<file path="config.mk">
export PLATFORM = sky130hd
export DESIGN_NAME = dgc_top
export DESIGN_NICKNAME = d
export VERILOG_FILES = /design/src/rtl/dgc_pkg.sv /design/src/rtl/dgc_chan.sv /design/src/rtl/dgc_top.sv
export SDC_FILE = /design/constraint.sdc
export NUM_CORES = 1
export LEC_CHECK = 0
export ABC_CLOCK_PERIOD_IN_PS = 4400
export BUFFER_PORTS_ARGS = -buffer_cell sky130_fd_sc_hd__buf_2
export CORE_ASPECT_RATIO = 0.7
export CORE_MARGIN = 4
export CORE_UTILIZATION = 40
export DETAILED_ROUTE_END_ITERATION = 8
export GPL_TIMING_DRIVEN = 0
export PLACE_DENSITY = 0.69
export SLEW_MARGIN = 20
export SYNTH_ARGS = -nofsm -noshare
export SYNTH_HDL_FRONTEND = slang
export SYNTH_HIERARCHICAL = 1
export SYNTH_SLANG_ARGS = --single-unit
</file>
<file path="constraint.sdc">
create_clock -name i_mclk -period 4.4 [get_ports i_mclk]
set_input_delay 0.44 -clock i_mclk [delete_from_list [all_inputs] [get_ports i_mclk]]
set_output_delay 0.44 -clock i_mclk [all_outputs]
set_load 0.005 [all_outputs]
</file>
<file path="src/rtl/dgc_pkg.sv">
package dgc_pkg;
    localparam int CODE_W = 6;
    localparam logic [5:0] CODE_MAX_GAIN = 6'h00;
    localparam logic [5:0] CODE_MIN_GAIN = 6'h3F;
    // Attenuation code counts in half-dB units
    localparam logic [5:0] STEP_0P5DB = 6'h01;
    localparam logic [5:0] STEP_1DB   = 6'h02;
    localparam logic [5:0] STEP_2DB   = 6'h04;
    localparam logic [5:0] STEP_6DB   = 6'h0C;
    localparam int CLK_PERIOD_NS = 10;
    localparam int SDO_RELEASE_NS = 50;
    localparam int SDO_VALID_NS = 20;
    // Longest times round down, never below one cycle
    localparam int SDO_RELEASE_CYC = (SDO_RELEASE_NS / CLK_PERIOD_NS) < 1 ? 1 :
                                     (SDO_RELEASE_NS / CLK_PERIOD_NS);
    localparam int SDO_VALID_CYC = (SDO_VALID_NS / CLK_PERIOD_NS) < 1 ? 1 :
                                   (SDO_VALID_NS / CLK_PERIOD_NS);
    typedef enum logic [1:0] {
        DGC_MODE_SERIAL   = 2'b10,
        DGC_MODE_PULSE    = 2'b01,
        DGC_MODE_PARALLEL = 2'b11,
        DGC_MODE_NONE     = 2'b00
    } dgc_mode_e;
endpackage

</file>
<file path="src/rtl/dgc_chan.sv">
`timescale 1ns/1ns
`default_nettype none
// One channel: code hold latch plus pulse-mode step counter
module dgc_chan (
    input  wire logic       i_mclk,
    input  wire logic       i_rst,
    input  wire logic       i_par_mode,
    input  wire logic       i_pulse_mode,
    input  wire logic       i_enable,
    input  wire logic [5:0] i_gain_code,
    input  wire logic       i_gain_hold,
    input  wire logic       i_step_up_n,
    input  wire logic       i_step_down_n,
    input  wire logic [1:0] i_step_size,
    output logic      [5:0] o_atten,
    output logic            o_active
);
    logic [5:0] atten_r;
    logic [5:0] atten_nxt;
    logic       up_q_r;
    logic       dn_q_r;
    logic       act_r;
    wire        up_rise = i_step_up_n & ~up_q_r;
    wire        dn_rise = i_step_down_n & ~dn_q_r;
    wire        both_lo = ~up_q_r & ~dn_q_r;
    wire [5:0]  step =
        (i_step_size == 2'b00) ? dgc_pkg::STEP_0P5DB :
        (i_step_size == 2'b01) ? dgc_pkg::STEP_1DB :
        (i_step_size == 2'b10) ? dgc_pkg::STEP_2DB : dgc_pkg::STEP_6DB;
    wire [6:0]  dn_sum = {1'b0, atten_r} + {1'b0, step};
    wire [5:0]  dn_val = dn_sum[6] ? dgc_pkg::CODE_MIN_GAIN : dn_sum[5:0];
    wire [5:0]  up_val = (atten_r < step) ? dgc_pkg::CODE_MAX_GAIN : atten_r - step;

    always_comb begin
        atten_nxt = atten_r;
        if (i_par_mode && !i_gain_hold) begin
            atten_nxt = i_gain_code;
        end else if (i_pulse_mode) begin
            if (up_rise && dn_rise) begin
                atten_nxt = dgc_pkg::CODE_MAX_GAIN;
            end else if (both_lo && (up_rise || dn_rise)) begin
                atten_nxt = dgc_pkg::CODE_MAX_GAIN;
            end else if (up_rise) begin
                atten_nxt = up_val;
            end else if (dn_rise) begin
                atten_nxt = dn_val;
            end
        end
    end

    always_ff @(posedge i_mclk or posedge i_rst) begin
        if (i_rst) begin
            atten_r <= dgc_pkg::CODE_MAX_GAIN;
            up_q_r  <= 1'b1;
            dn_q_r  <= 1'b1;
            act_r   <= 1'b0;
        end else begin
            atten_r <= atten_nxt;
            up_q_r  <= i_step_up_n;
            dn_q_r  <= i_step_down_n;
            act_r   <= i_enable;
        end
    end

    assign o_atten  = atten_r;
    assign o_active = act_r;
endmodule // dgc_chan
`default_nettype wire

</file>
<file path="src/rtl/dgc_top.sv">
// Operation
// - Open mode inputs read high, giving parallel mode.
// - Both mode inputs high selects parallel mode from dedicated code inputs.
// - Six-bit attenuation code, bit weights 0.5 to 16 dB, zero is maximum gain.
// - Hold low follows code inputs; hold high keeps last gain.
// - Each channel's active output follows its own enable; the gain code updates whatever the enable.
// - Serial data output released within 50 ns of chip select rising.
// - Serial data output updates on falling serial clock, valid within 20 ns.
// - Low pulse on up raises gain one step; on down lowers it.
// - Pulsing up and down together resets gain to maximum.
// - Step size inputs pick 0.5, 1, 2 or 6 dB.
`timescale 1ns/1ns
`default_nettype none
module dgc_top (
    input  wire logic       i_mclk,
    input  wire logic       i_rst,
    input  wire logic       i_mode_select_lo_n_open,
    input  wire logic       i_mode_select_lo,
    input  wire logic       i_mode_select_hi_n_open,
    input  wire logic       i_mode_select_hi,
    input  wire logic       i_chan_a_enable,
    input  wire logic       i_chan_b_enable,
    input  wire logic [5:0] i_chan_a_gain,
    input  wire logic [5:0] i_chan_b_gain,
    input  wire logic       i_chan_a_gain_hold,
    input  wire logic       i_chan_b_gain_hold,
    input  wire logic       i_chan_a_step_up,
    input  wire logic       i_chan_b_step_up,
    input  wire logic       i_chan_a_step_down,
    input  wire logic       i_chan_b_step_down,
    input  wire logic       i_chan_a_step_size_lo,
    input  wire logic       i_chan_a_step_size_hi,
    input  wire logic       i_chan_b_step_size_lo,
    input  wire logic       i_chan_b_step_size_hi,
    input  wire logic       i_ser_cs,
    input  wire logic       i_ser_clk,
    output logic            o_ser_sdo,
    output logic            o_ser_sdo_oe,
    output logic      [5:0] o_chan_a_atten,
    output logic      [5:0] o_chan_b_atten,
    output logic            o_chan_a_active,
    output logic            o_chan_b_active,
    output logic      [1:0] o_mode
);
    wire mode_lo = i_mode_select_lo | ~i_mode_select_lo_n_open;
    wire mode_hi = i_mode_select_hi | ~i_mode_select_hi_n_open;
    dgc_pkg::dgc_mode_e mode;
    assign mode = dgc_pkg::dgc_mode_e'({mode_hi, mode_lo});
    wire par_mode   = (mode == dgc_pkg::DGC_MODE_PARALLEL);
    wire pulse_mode = (mode == dgc_pkg::DGC_MODE_PULSE);
    wire ser_mode   = (mode == dgc_pkg::DGC_MODE_SERIAL);

    logic [5:0] atten_a;
    logic [5:0] atten_b;
    logic       act_a;
    logic       act_b;

    dgc_chan u_chan_a (
        .i_mclk        (i_mclk),
        .i_rst         (i_rst),
        .i_par_mode    (par_mode),
        .i_pulse_mode  (pulse_mode),
        .i_enable      (i_chan_a_enable),
        .i_gain_code   (i_chan_a_gain),
        .i_gain_hold   (i_chan_a_gain_hold),
        .i_step_up_n   (i_chan_a_step_up),
        .i_step_down_n (i_chan_a_step_down),
        .i_step_size   ({i_chan_a_step_size_hi, i_chan_a_step_size_lo}),
        .o_atten       (atten_a),
        .o_active      (act_a)
    );
    dgc_chan u_chan_b (
        .i_mclk        (i_mclk),
        .i_rst         (i_rst),
        .i_par_mode    (par_mode),
        .i_pulse_mode  (pulse_mode),
        .i_enable      (i_chan_b_enable),
        .i_gain_code   (i_chan_b_gain),
        .i_gain_hold   (i_chan_b_gain_hold),
        .i_step_up_n   (i_chan_b_step_up),
        .i_step_down_n (i_chan_b_step_down),
        .i_step_size   ({i_chan_b_step_size_hi, i_chan_b_step_size_lo}),
        .o_atten       (atten_b),
        .o_active      (act_b)
    );

    // Serial readback: shifts the A then B codes out, MSB first
    logic        sclk_q_r;
    logic        cs_q_r;
    logic [11:0] shift_r;
    logic        sdo_r;
    logic        oe_r;
    wire         sclk_fall = sclk_q_r & ~i_ser_clk;
    wire         cs_fall   = cs_q_r & ~i_ser_cs;
    wire         cs_rise   = ~cs_q_r & i_ser_cs;

    always_ff @(posedge i_mclk or posedge i_rst) begin
        if (i_rst) begin
            sclk_q_r <= 1'b0;
            cs_q_r   <= 1'b1;
            shift_r  <= 12'h000;
            sdo_r    <= 1'b0;
            oe_r     <= 1'b0;
        end else begin
            sclk_q_r <= i_ser_clk;
            cs_q_r   <= i_ser_cs;
            if (cs_fall) begin
                shift_r <= {atten_a, atten_b};
            end else if (ser_mode && !i_ser_cs && sclk_fall) begin
                sdo_r   <= shift_r[11];
                shift_r <= {shift_r[10:0], 1'b0};
                oe_r    <= 1'b1;
            end
            if (cs_rise || !ser_mode) begin
                oe_r <= 1'b0;
            end
        end
    end

    logic [5:0] out_a_r;
    logic [5:0] out_b_r;
    logic       out_act_a_r;
    logic       out_act_b_r;
    logic [1:0] mode_r;
    always_ff @(posedge i_mclk or posedge i_rst) begin
        if (i_rst) begin
            out_a_r     <= 6'h00;
            out_b_r     <= 6'h00;
            out_act_a_r <= 1'b0;
            out_act_b_r <= 1'b0;
            mode_r      <= 2'h3;
        end else begin
            out_a_r     <= atten_a;
            out_b_r     <= atten_b;
            out_act_a_r <= act_a;
            out_act_b_r <= act_b;
            mode_r      <= mode;
        end
    end

    assign o_ser_sdo       = sdo_r;
    assign o_ser_sdo_oe    = oe_r;
    assign o_chan_a_atten  = out_a_r;
    assign o_chan_b_atten  = out_b_r;
    assign o_chan_a_active = out_act_a_r;
    assign o_chan_b_active = out_act_b_r;
    assign o_mode          = mode_r;
endmodule // dgc_top
`default_nettype wire

</file>
# After elaboration in Yosys (flattened, before gate mapping)
# Index checks and enable logic that the tools add are counted.
# totals
input_bits	32
regBits	50
output_inout_bits	18
wordCells	107
# op_classes
eq_ne	8
n_mux	27
n_bitwise	21
reduce_logical	27
n_lt_le_gt_ge	2
addsub	4
# ops
operator	n
6-bit two-way mux	20
12-bit two-way mux	2
6-bit by 6-bit adder with 7-bit output	2
6-bit < comparator	2
6-bit subtractor	2
1-bit NOT	10
5-bit nonzero test	2
1-bit AND	9
2-bit == test (second input constant)	4
1-bit logical AND	8
4-bit two-way mux	2
2-bit AND reduction	4
2-bit nonzero test	4
2-bit by 1-bit == test with 1-bit output (second input constant)	3
1-bit zero test	4
2-bit zero test	2
1-bit logical OR	3
1-bit two-way mux	3
2-bit by 1-bit inequality test with 1-bit output (second input constant)	1
1-bit bitwise OR	2

# Logic depth before layout (Yosys ltp)
# Gate-level depths: netlist of run 1.
# depth
ltp_word	12
ltp_mapped	10
mapped_depth_nobuf	9

# Hierarchy
# The synthesis of run 1 kept the hierarchy.
# modules_own_cells
mod	area_each_um2	instances	seq_area_each_um2	cells_each
dgc_chan	945.9	2	227.7	109
dgc_top	1268.7	1	804.5	104

# Worst setup path before layout of run 1
# OpenSTA, ideal clock, no wires.
# synth_timing
path_kind	input to register
from	in i_mode_select_lo
to	reg u_chan_a.atten_r[0] (netlist: u_chan_a/o_atten[0])
setup_time_ns	0.126
required_ns	4.274
path_slack_ns	2.018
path_stages	9
arrival_ns	2.256
n_path_buf	4
cell_sequence	nand2b_1 -> clkbuf_1 -> buf_2 -> buf_1 -> nor2b_1 -> nor2b_1 -> buf_1 -> a2111oi_4 -> a221o_1
# synth_between
elab_chain_cells	5
elab_cells_between_ends	8
cone_classes	eq/ne: 2; mux: 1; bitwise: 1; reduce/logical: 4
# synth_rtl
item	line	source
start, declared	dgc_top.sv:18	input wire logic i_mode_select_lo,
1-bit bitwise OR *	dgc_top.sv:45	wire mode_lo = i_mode_select_lo | ~i_mode_select_lo_n_open;
named net mode_lo	dgc_top.sv:45	
2-bit == test *	dgc_top.sv:49	wire par_mode = (mode == dgc_pkg::DGC_MODE_PARALLEL);
named net par_mode	dgc_top.sv:49	
1-bit logical AND *	dgc_chan.sv:36	if (i_par_mode && !i_gain_hold) begin
5-bit nonzero test (no line) / 2-bit nonzero test (equally long branches)	n/a	
2-bit AND reduction (no line)	n/a	
end signal, assigned	dgc_chan.sv:53	atten_r <= dgc_pkg::CODE_MAX_GAIN;
end signal, assigned	dgc_chan.sv:58	atten_r <= atten_nxt;
end, declared	dgc_chan.sv:18	logic [5:0] atten_r;
# Mark *: on every way through the listed nets, which the timed path passes. The rest lies on a longest branch.
# A chain may end at the register's enable or synchronous reset.

# Worst setup path after layout of run 1
# layout_timing
from	in i_mode_select_hi
to	reg u_chan_b.atten_r[3] (netlist: u_chan_b/o_atten[3])
# layout_between
elab_chain_cells	5
elab_cells_between_ends	8
cone_classes	eq/ne: 2; mux: 1; bitwise: 1; reduce/logical: 4
# layout_rtl
item	line	source
start, declared	dgc_top.sv:20	input wire logic i_mode_select_hi,
1-bit bitwise OR *	dgc_top.sv:46	wire mode_hi = i_mode_select_hi | ~i_mode_select_hi_n_open;
2-bit == test *	dgc_top.sv:49	
named net par_mode	dgc_top.sv:49	
1-bit logical AND *	dgc_chan.sv:36	
5-bit nonzero test (no line) / 2-bit nonzero test (equally long branches)	n/a	
2-bit AND reduction (no line)	n/a	
end signal, assigned	dgc_chan.sv:53	
end signal, assigned	dgc_chan.sv:58	
end, declared	dgc_chan.sv:18	
# Marks and branches as above.

==> key figures, run 1 <==
Die
  • Std-Cell Rows: 26
  • Top-level port count: 50
  • Height of the die: 82.4 µm
  • Starting density of the core: between 40 and 50%
  • Full die area: roughly 9400 µm²
  • Core box area: approximately 7500 µm²
  • Width of the chip: 114 µm

Clock network
  • Clock latency of the later-clocked register in the worst-skew pair: approximately 0.3 ns
  • Clock-pin transition on the worst setup and hold timing paths: 0.07 ns
  • H-tree lvl count: 2
  • Gates resized, CTS repair: 0
  • Buffer count from post-CTS setup fixing: 0
  • Number of CTS-inserted buffers: 5
  • Cts hold-fix bufs: 0
  • Clock tree root driver cell: sky130_fd_sc_hd__clkbuf_16
  • Clk buf depth: 2
  • TritonCTS clock tree: yes
  • Num Clock Sinks: 50

Place
  • Input/output buffers: 49
  • Final HPWL from detailed placement: 5950 µm
  • GPL Wtd Cong: 0.883

Pwr
  • Peak supply drop: 203 µV
  • Power density of the placed cells: 393 nW/µm²
  • Static power due to leakage: around 1.7 nW

Timing
  • Worst clock skew: 0.00829 ns
  • RSZ-0062 raised after global routing: false
  • Minimum hold slack: 0.134 ns
  • Count of endpoints failing hold in the final timing report: 0
  • Worst rel slew slack: 53.8%
  • Achievable clock frequency: ~350 MHz
  • Total Negative Setup Slacks: 0 ns
  • Share of the clock period used by the worst path: about 65%
  • Final setup violation count: 0
  • Slew @ Worst Pin: 0.692 ns
  • Minimum clock period: 2.84 ns
  • Final count of pins violating max slew: 0

Route
  • Via density per instance: 5.62
  • Per-cell routed wire length: 16.6 µm
  • Number of vias after detailed routing: 2680
  • First-pass iteration count of the detailed router: 5
  • Initial DRC count: 153
  • Post-route ant nets: 0
  • DRC errors left: 0
  • Routed wire length: between 7000 and 8000 µm

Setup path
  • Critical path endpoint category: flop
  • Cell family with the largest share of critical-path delay: buffers and inverters
  • Critical Setup Path Class: input pin to flop
  • CP Buf/Inv Count: 5
  • Largest incremental delay on the critical path: 0.46 ns
  • Critical Path AT: 3.07 ns
  • CP required: 4.63 ns
  • Slowest stage cell on the critical path: sky130_fd_sc_hd__a2111oi_4
  • Critical Path, Cell by Cell: buf_2, nor2b_1, clkbuf_1, buf_2, clkbuf_1, nor2b_1, nor2b_1, buf_1, a2111oi_4, o221ai_1, nand3_1
  • Worst Setup Start Kind: input pin
  • Maximum fanout encountered on the critical timing path: 10
  • Critical Path Most Common Cell: sky130_fd_sc_hd__nor2b_1

Finish
  • Area growth from synthesis to layout: 16.9%
  • Most frequent cells in the layout: sky130_fd_sc_hd__buf_2 (57), sky130_fd_sc_hd__dfrtp_1 (43), sky130_fd_sc_hd__nor2_1 (29)
  • Most common library cell in the layout ignoring fill and taps: sky130_fd_sc_hd__buf_2
  • Number of antenna repair diodes: 0
  • Number of nets in the layout: 430
  • Fraction of layout instances using a drive strength above 1: 25.6%

Logic synthesis
  • Synth area leaders: sky130_fd_sc_hd__dfrtp_1 (34%), sky130_fd_sc_hd__ha_1 (6.3%), sky130_fd_sc_hd__dfstp_2 (5.8%), sky130_fd_sc_hd__or4b_1 (3.5%), sky130_fd_sc_hd__nor2_1 (3.4%)
  • Number of flip-flops and latches in the synthesized netlist: 50
  • Number of enable flip-flop cells after synthesis: 0
  • Number of warnings printed during yosys synthesis: 6
  • Top flip-flop cell by instance count after synthesis: sky130_fd_sc_hd__dfrtp_1
  • Cell area after synthesis: 3160 µm²
  • Total nets after synthesis: ~370
  • Yosys top cell area share: between 30% and 40%
  • Fraction of synthesis flops using an asynchronous set or reset pin: 100%
  • Register area share after synthesis: approximately two fifths
  • Leading area contributor after synthesis: sky130_fd_sc_hd__dfrtp_1
  • Count of cell types in the netlist: 50
  • Post-synthesis cell count: between 300 and 400
  • Post-synthesis average cell area: ~9.8 µm²

Global route
  • Overflow left after global routing: 0
  • Pin count of the biggest net entering global routing: 33
  • Initial antenna violation count: 0
  • Aggregate global-route resource usage: 17.6%
  • Number of global-route vias before repair: 2551
  • Global-route wire length before repair: ~13000 µm

Min path
  • Worst hold-check path type: input pin to asynchronous set/reset pin

Run
  • Number of maximum-capacitance violations: 0

Run status
  • Status: completed
==> worst paths after layout <==
| path | from | to | slack [ns] | cells after the start |
|---|---|---|---|---|
| setup / recovery | i_mode_select_hi | u_chan_b/o_atten[3]$_DFFE_PP0P_ | 1.56 | 11 |
| hold / removal | i_rst | u_chan_b/o_atten[3]$_DFFE_PP0P_ | 0.13 | 2 |
| setup reg to reg | u_chan_a/o_atten[0]$_DFFE_PP0P_ | u_chan_a/o_atten[0]$_DFFE_PP0P_ | 2.17 | 8 |
| hold reg to reg | u_chan_a/o_active$_DFF_PP0_ | o_chan_a_active$_DFF_PP0_ | 0.35 | 0 |
| max in group asynchronous | i_rst | o_chan_a_atten[0]$_DFF_PP0_ | 3.68 | 2 |
| min in group i_mclk | i_chan_b_enable | u_chan_b/o_active$_DFF_PP0_ | 0.25 | 1 |
==> cell families (layout without fill, tap and decap cells) <==
logic type               Yosys count  in the layout  share of synthesized area [%]
XOR/XNOR                           8              8                           2.22
adder cells (fa/ha/maj)           20             20                           8.87
AO/OA/AOI/OAI                     84             84                           21.7
multiplexers                       5              5                           1.62
AND/OR/NAND/NOR                  107            107                           19.0
flip-flops                        50             50                           39.9
buffers and inverters             48            105                           6.73
==> Yosys cell counts, drive strengths merged, types with 7 or more instances <==
cell,number
clkbuf,9
nand3,16
or4b,11
dfstp,7
nor2,29
inv,25
nand2b,8
ha,16
o31ai,11
nand2,20
a31oi,14
a21oi,16
o21ai,9
dfrtp,43
buf,14
==> state kept, by name (all words and copies together), names as in the netlist <==
register and cells:
shift_r 12, o_chan_a_atten 6, o_chan_b_atten 6, u_chan_a/o_atten 6
u_chan_b/o_atten 6, o_mode 2, cs_q_r 1, o_chan_a_active 1
o_chan_b_active 1, o_ser_sdo 1, o_ser_sdo_oe 1, sclk_q_r 1
u_chan_a/dn_q_r 1, u_chan_a/o_active 1, u_chan_a/up_q_r 1, u_chan_b/dn_q_r 1
u_chan_b/o_active 1, u_chan_b/up_q_r 1
==> per-stage QoR <==
step | setup slack, ns | util, % | area [µm²] | power, mW | std cells
after floorplan | 2.02 | - | 3160 | 0.883 | 322
after global placement | 1.35 | 47.2 | 3530 | 0.999 | 469
after detailed placement | 1.30 | 47.2 | 3530 | 1.01 | 469
after CTS | 1.62 | 49.4 | 3700 | 1.46 | 477
after global routing | 1.30 | 49.4 | 3700 | 1.54 | 477
final | 1.56 | 49.4 | 3700 | 1.45 | 477
==> report_power, final <==
group / internal (mW) / total [mW] / switching [mW]
Combinational: 0.183 / 0.421 / 0.238
Clock: 0.270 / 0.442 / 0.172
Sequential: 0.532 / 0.590 / 0.0581
Total: 0.985 / 1.45 / 0.468
==> per-layer routing <==
metal / global-route usage, % / vias up / routed length [µm]
met5: 0 / - / 0
met4: 6.29 / 0 / 133
met3: 4.08 / 12 / 620
met2: 23.4 / 122 / 3150
met1: 27.4 / 1276 / 4010
li1: - / 1270 / -
==> final cells by class <==
cell class              instances  area, µm²
plain buffers                  23        119
clock buffers                   6        129
clock inverters                 2       38.8
fillers                       716       3790
inverters                      25       93.8
multi-input cells             224       1690
flip-flops and latches         50       1260
well taps                      98        123
repair buffers                 49        245
(Power assumes the default switching activity.)
==> run 2, diff against run 1 <==
--- a/config.mk
+++ b/config.mk
@@ -5,14 +5,14 @@
 export SDC_FILE = /design/constraint.sdc
 export NUM_CORES = 1
 export LEC_CHECK = 0
-export ABC_CLOCK_PERIOD_IN_PS = 4400
+export ABC_CLOCK_PERIOD_IN_PS = 2600
 export BUFFER_PORTS_ARGS = -buffer_cell sky130_fd_sc_hd__buf_2
 export CORE_ASPECT_RATIO = 0.7
 export CORE_MARGIN = 4
 export CORE_UTILIZATION = 40
 export DETAILED_ROUTE_END_ITERATION = 8
 export GPL_TIMING_DRIVEN = 0
-export PLACE_DENSITY = 0.69
+export PLACE_DENSITY = 0.71
 export SLEW_MARGIN = 20
 export SYNTH_ARGS = -nofsm -noshare
 export SYNTH_HDL_FRONTEND = slang
==> constraint.sdc (replaced) <==
create_clock -name i_mclk -period 2.6 [get_ports i_mclk]
set_input_delay 0.26 -clock i_mclk [delete_from_list [all_inputs] [get_ports i_mclk]]
set_output_delay 0.26 -clock i_mclk [all_outputs]
set_load 0.005 [all_outputs]
==> key figures, run 2 (synthesized netlist as in run 1, its figures left out) <==
Run status
  • Status: completed

Pwr
  • Power density of the placed cells: approximately 670 nW/µm²
  • Switching power summed over all nets: between 0.7 and 0.8 mW
  • Static power due to leakage: 1.67 nW
  • Clock Power Share: about 31%
  • Peak supply drop: 419 µV
  • Combinational fraction of design power: between 20% and 30%
  • Switching fraction of total power: 31.4%
  • Share of total power in sequential cells: 40.5%
  • Internal power consumption: 1.69 mW

Timing
  • Total Negative Setup Slacks: 0 ns
  • Final setup violation count: 0
  • Minimum clock period: 2.25 ns
  • Slew @ Worst Pin: 0.688 ns
  • Worst clock skew: 0.00454 ns
  • Achievable clock frequency: 444 MHz
  • Count of endpoints failing hold in the final timing report: 0
  • Post-route setup slack: 0.349 ns
  • RSZ-0062 raised after global routing: false
  • Share of the clock period used by the worst path: about 87%
  • Worst rel slew slack: 54.1%
  • Final count of pins violating max slew: 0

Clock network
  • Clock tree root driver cell: sky130_fd_sc_hd__clkbuf_16
  • Gates resized, CTS repair: 0
  • Number of CTS-inserted buffers: 5
  • Num Clock Sinks: 50
  • H-tree lvl count: 2
  • Clock latency of the later-clocked register in the worst-skew pair: 0.29 ns
  • Clock-pin transition on the worst setup and hold timing paths: 0.07 ns
  • Buffer count from post-CTS setup fixing: 0
  • TritonCTS clock tree: yes
  • Clk buf depth: 2

Setup path
  • Critical path endpoint category: flop
  • Internal reg-to-reg setup slack: approximately 0.4 ns
  • Origin of the worst setup path: i_mode_select_lo
  • CP required: about 2.8 ns
  • Worst reg2reg path endpoint: u_chan_b/o_atten[4]$_DFFE_PP0P_
  • Launch point of the worst reg-to-reg path: u_chan_b/o_atten[0]$_DFFE_PP0P_
  • Logic depth of the worst register-to-register path: 9
  • Worst Setup EP: u_chan_b/o_atten[0]$_DFFE_PP0P_
  • Worst Setup Start Kind: input pin
  • Critical Setup Path Class: input pin to flop
  • Maximum fanout encountered on the critical timing path: 19
  • Critical Path AT: 2.41 ns

Route
  • Routed wire length: 7570 µm
  • Via density per instance: 5.59
  • First-pass iteration count of the detailed router: 4
  • Per-cell routed wire length: 15.9 µm
  • Post-route ant nets: 0
  • Initial DRC count: 210
  • Number of vias after detailed routing: between 2000 and 3000
  • DRC errors left: 0

Die
  • Std-Cell Rows: 26
  • Full die area: between 9000 and 10000 µm²
  • Height of the die: 82.4 µm
  • Core box area: 7480 µm²
  • Starting density of the core: 42.2%
  • Top-level port count: 50
  • Width of the chip: 114 µm

Place
  • Final HPWL from detailed placement: 6020 µm
  • GPL Wtd Cong: 0.875
  • Place WS: -0.222 ns
  • Input/output buffers: 49

Global route
  • Initial antenna violation count: 0
  • Aggregate global-route resource usage: 16.9%
  • Most Used Layer, Global Route: met1
  • Number of global-route vias before repair: 2519
  • GR met3 Demand/Resource: under 10%
  • Met2 track utilization from global routing: between 20% and 30%
  • Overflow left after global routing: 0
  • Pin count of the biggest net entering global routing: 33
  • Global-route wire length before repair: 12600 µm
  • Met1 Track Usage GR: 25.7%

Finish
  • Filler cell count in the final layout: a little over 700
  • Area of all sequential standard cells: 1260 µm²
  • Most common library cell in the layout ignoring fill and taps: sky130_fd_sc_hd__buf_2
  • Number of flip-flops under the largest register name: 12
  • Number of nets in the layout: 429
  • Fraction of layout instances using a drive strength above 1: between 20% and 30%
  • Area growth from synthesis to layout: 17.3%
  • Register with the most flip-flops: shift_r
  • Total area of multi-input combinational cells: between 1500 and 2000 µm²
  • Most frequent cells in the layout: sky130_fd_sc_hd__buf_2 (57), sky130_fd_sc_hd__dfrtp_1 (43), sky130_fd_sc_hd__nor2_1 (29)
  • Number of antenna repair diodes: 0

Run
  • Number of maximum-capacitance violations: 0

Min path
  • Worst hold-check path type: input pin to flop
-- run 2: cell count changes in the layout (fill, tap and decap cells not counted) --
cell | before | now
sky130_fd_sc_hd__buf_1 | 3 | 2
sky130_fd_sc_hd__dlygate4sd3_1 | 0 | 1
sky130_fd_sc_hd__clkbuf_1 | 10 | 8
sky130_fd_sc_hd__inv_6 | 0 | 1
sky130_fd_sc_hd__clkbuf_8 | 0 | 1
sky130_fd_sc_hd__clkinv_4 | 1 | 0
-- run 2: per-layer routing --
metal	vias to the layer above	wire, µm
met5	-	0
met4	0	49
met3	7	520
met2	84	3200
met1	1292	3800
li1	1276	-
-- run 2: layout make-up --
type | instances | share of cell area [%]
Timing Repair Buffer | 50 | 6.88
Tap cell | 98 | 3.31
Sequential cell | 50 | 34.0
Clock buffer | 6 | 3.74
Multi-Input combinational cell | 224 | 45.5
Inverter | 25 | 2.53
Clock inverter | 2 | 1.05
Buffer | 21 | 3.00
-- run 2: critical path, stage by stage --
cell                        delay, ns
sky130_fd_sc_hd__buf_2           0.07
sky130_fd_sc_hd__nand2b_1        0.09
sky130_fd_sc_hd__clkbuf_1        0.30
sky130_fd_sc_hd__buf_2           0.41
sky130_fd_sc_hd__nor2b_1         0.32
sky130_fd_sc_hd__nor2b_1         0.17
sky130_fd_sc_hd__buf_1           0.34
sky130_fd_sc_hd__a2111oi_4       0.11
sky130_fd_sc_hd__a221o_1         0.33
-- run 2: stage by stage --
| stage | instance area [µm²] | hold slack (ns) | util (%) | power, mW | cells |
|---|---|---|---|---|---|
| finish | 3710 | 0.0765 | 49.6 | 2.47 | 476 |
| global route | 3710 | 0.0726 | 49.6 | 2.63 | 476 |
| CTS | 3720 | 0.0722 | 49.7 | 2.49 | 478 |
| detailed placement | 3530 | 0.270 | 47.2 | 1.72 | 469 |
| global placement | 3530 | 0.254 | 47.2 | 1.69 | 469 |
| floorplan | 3160 | 0.0865 | - | 1.49 | 322 |
-- run 2: power by group through the flow --
stage | sequential, mW | combinational [mW] | clock (mW)
2_1_floorplan | 0.984 | 0.510 | 0
3_3_place_gp | 1.01 | 0.683 | 0
3_5_place_dp | 1.02 | 0.701 | 0
4_1_cts | 1.00 | 0.707 | 0.777
5_1_grt | 1.02 | 0.787 | 0.818
6_report | 1.00 | 0.707 | 0.763
-- run 2: worst min-delay path by stage --
stage	start	end	slack, ns	depth (start not counted)
after global routing	i_chan_b_enable	u_chan_b/o_active$_DFF_PP0_	0.07	1
final	i_chan_a_enable	u_chan_a/o_active$_DFF_PP0_	0.08	1
after global placement	i_rst	u_chan_a/o_active$_DFF_PP0_	0.25	2
after detailed placement	i_rst	u_chan_b/o_active$_DFF_PP0_	0.27	2
after floorplan	i_rst	u_chan_a/o_active$_DFF_PP0_	0.09	1
after CTS	i_chan_a_enable	u_chan_a/o_active$_DFF_PP0_	0.07	1
-- run 2: what timing repair did --
item / CTS / global route
hold buffers: 1 / 0
endpoints found under the hold margin: 14 / 0
endpoints found under the setup margin: 0 / 12
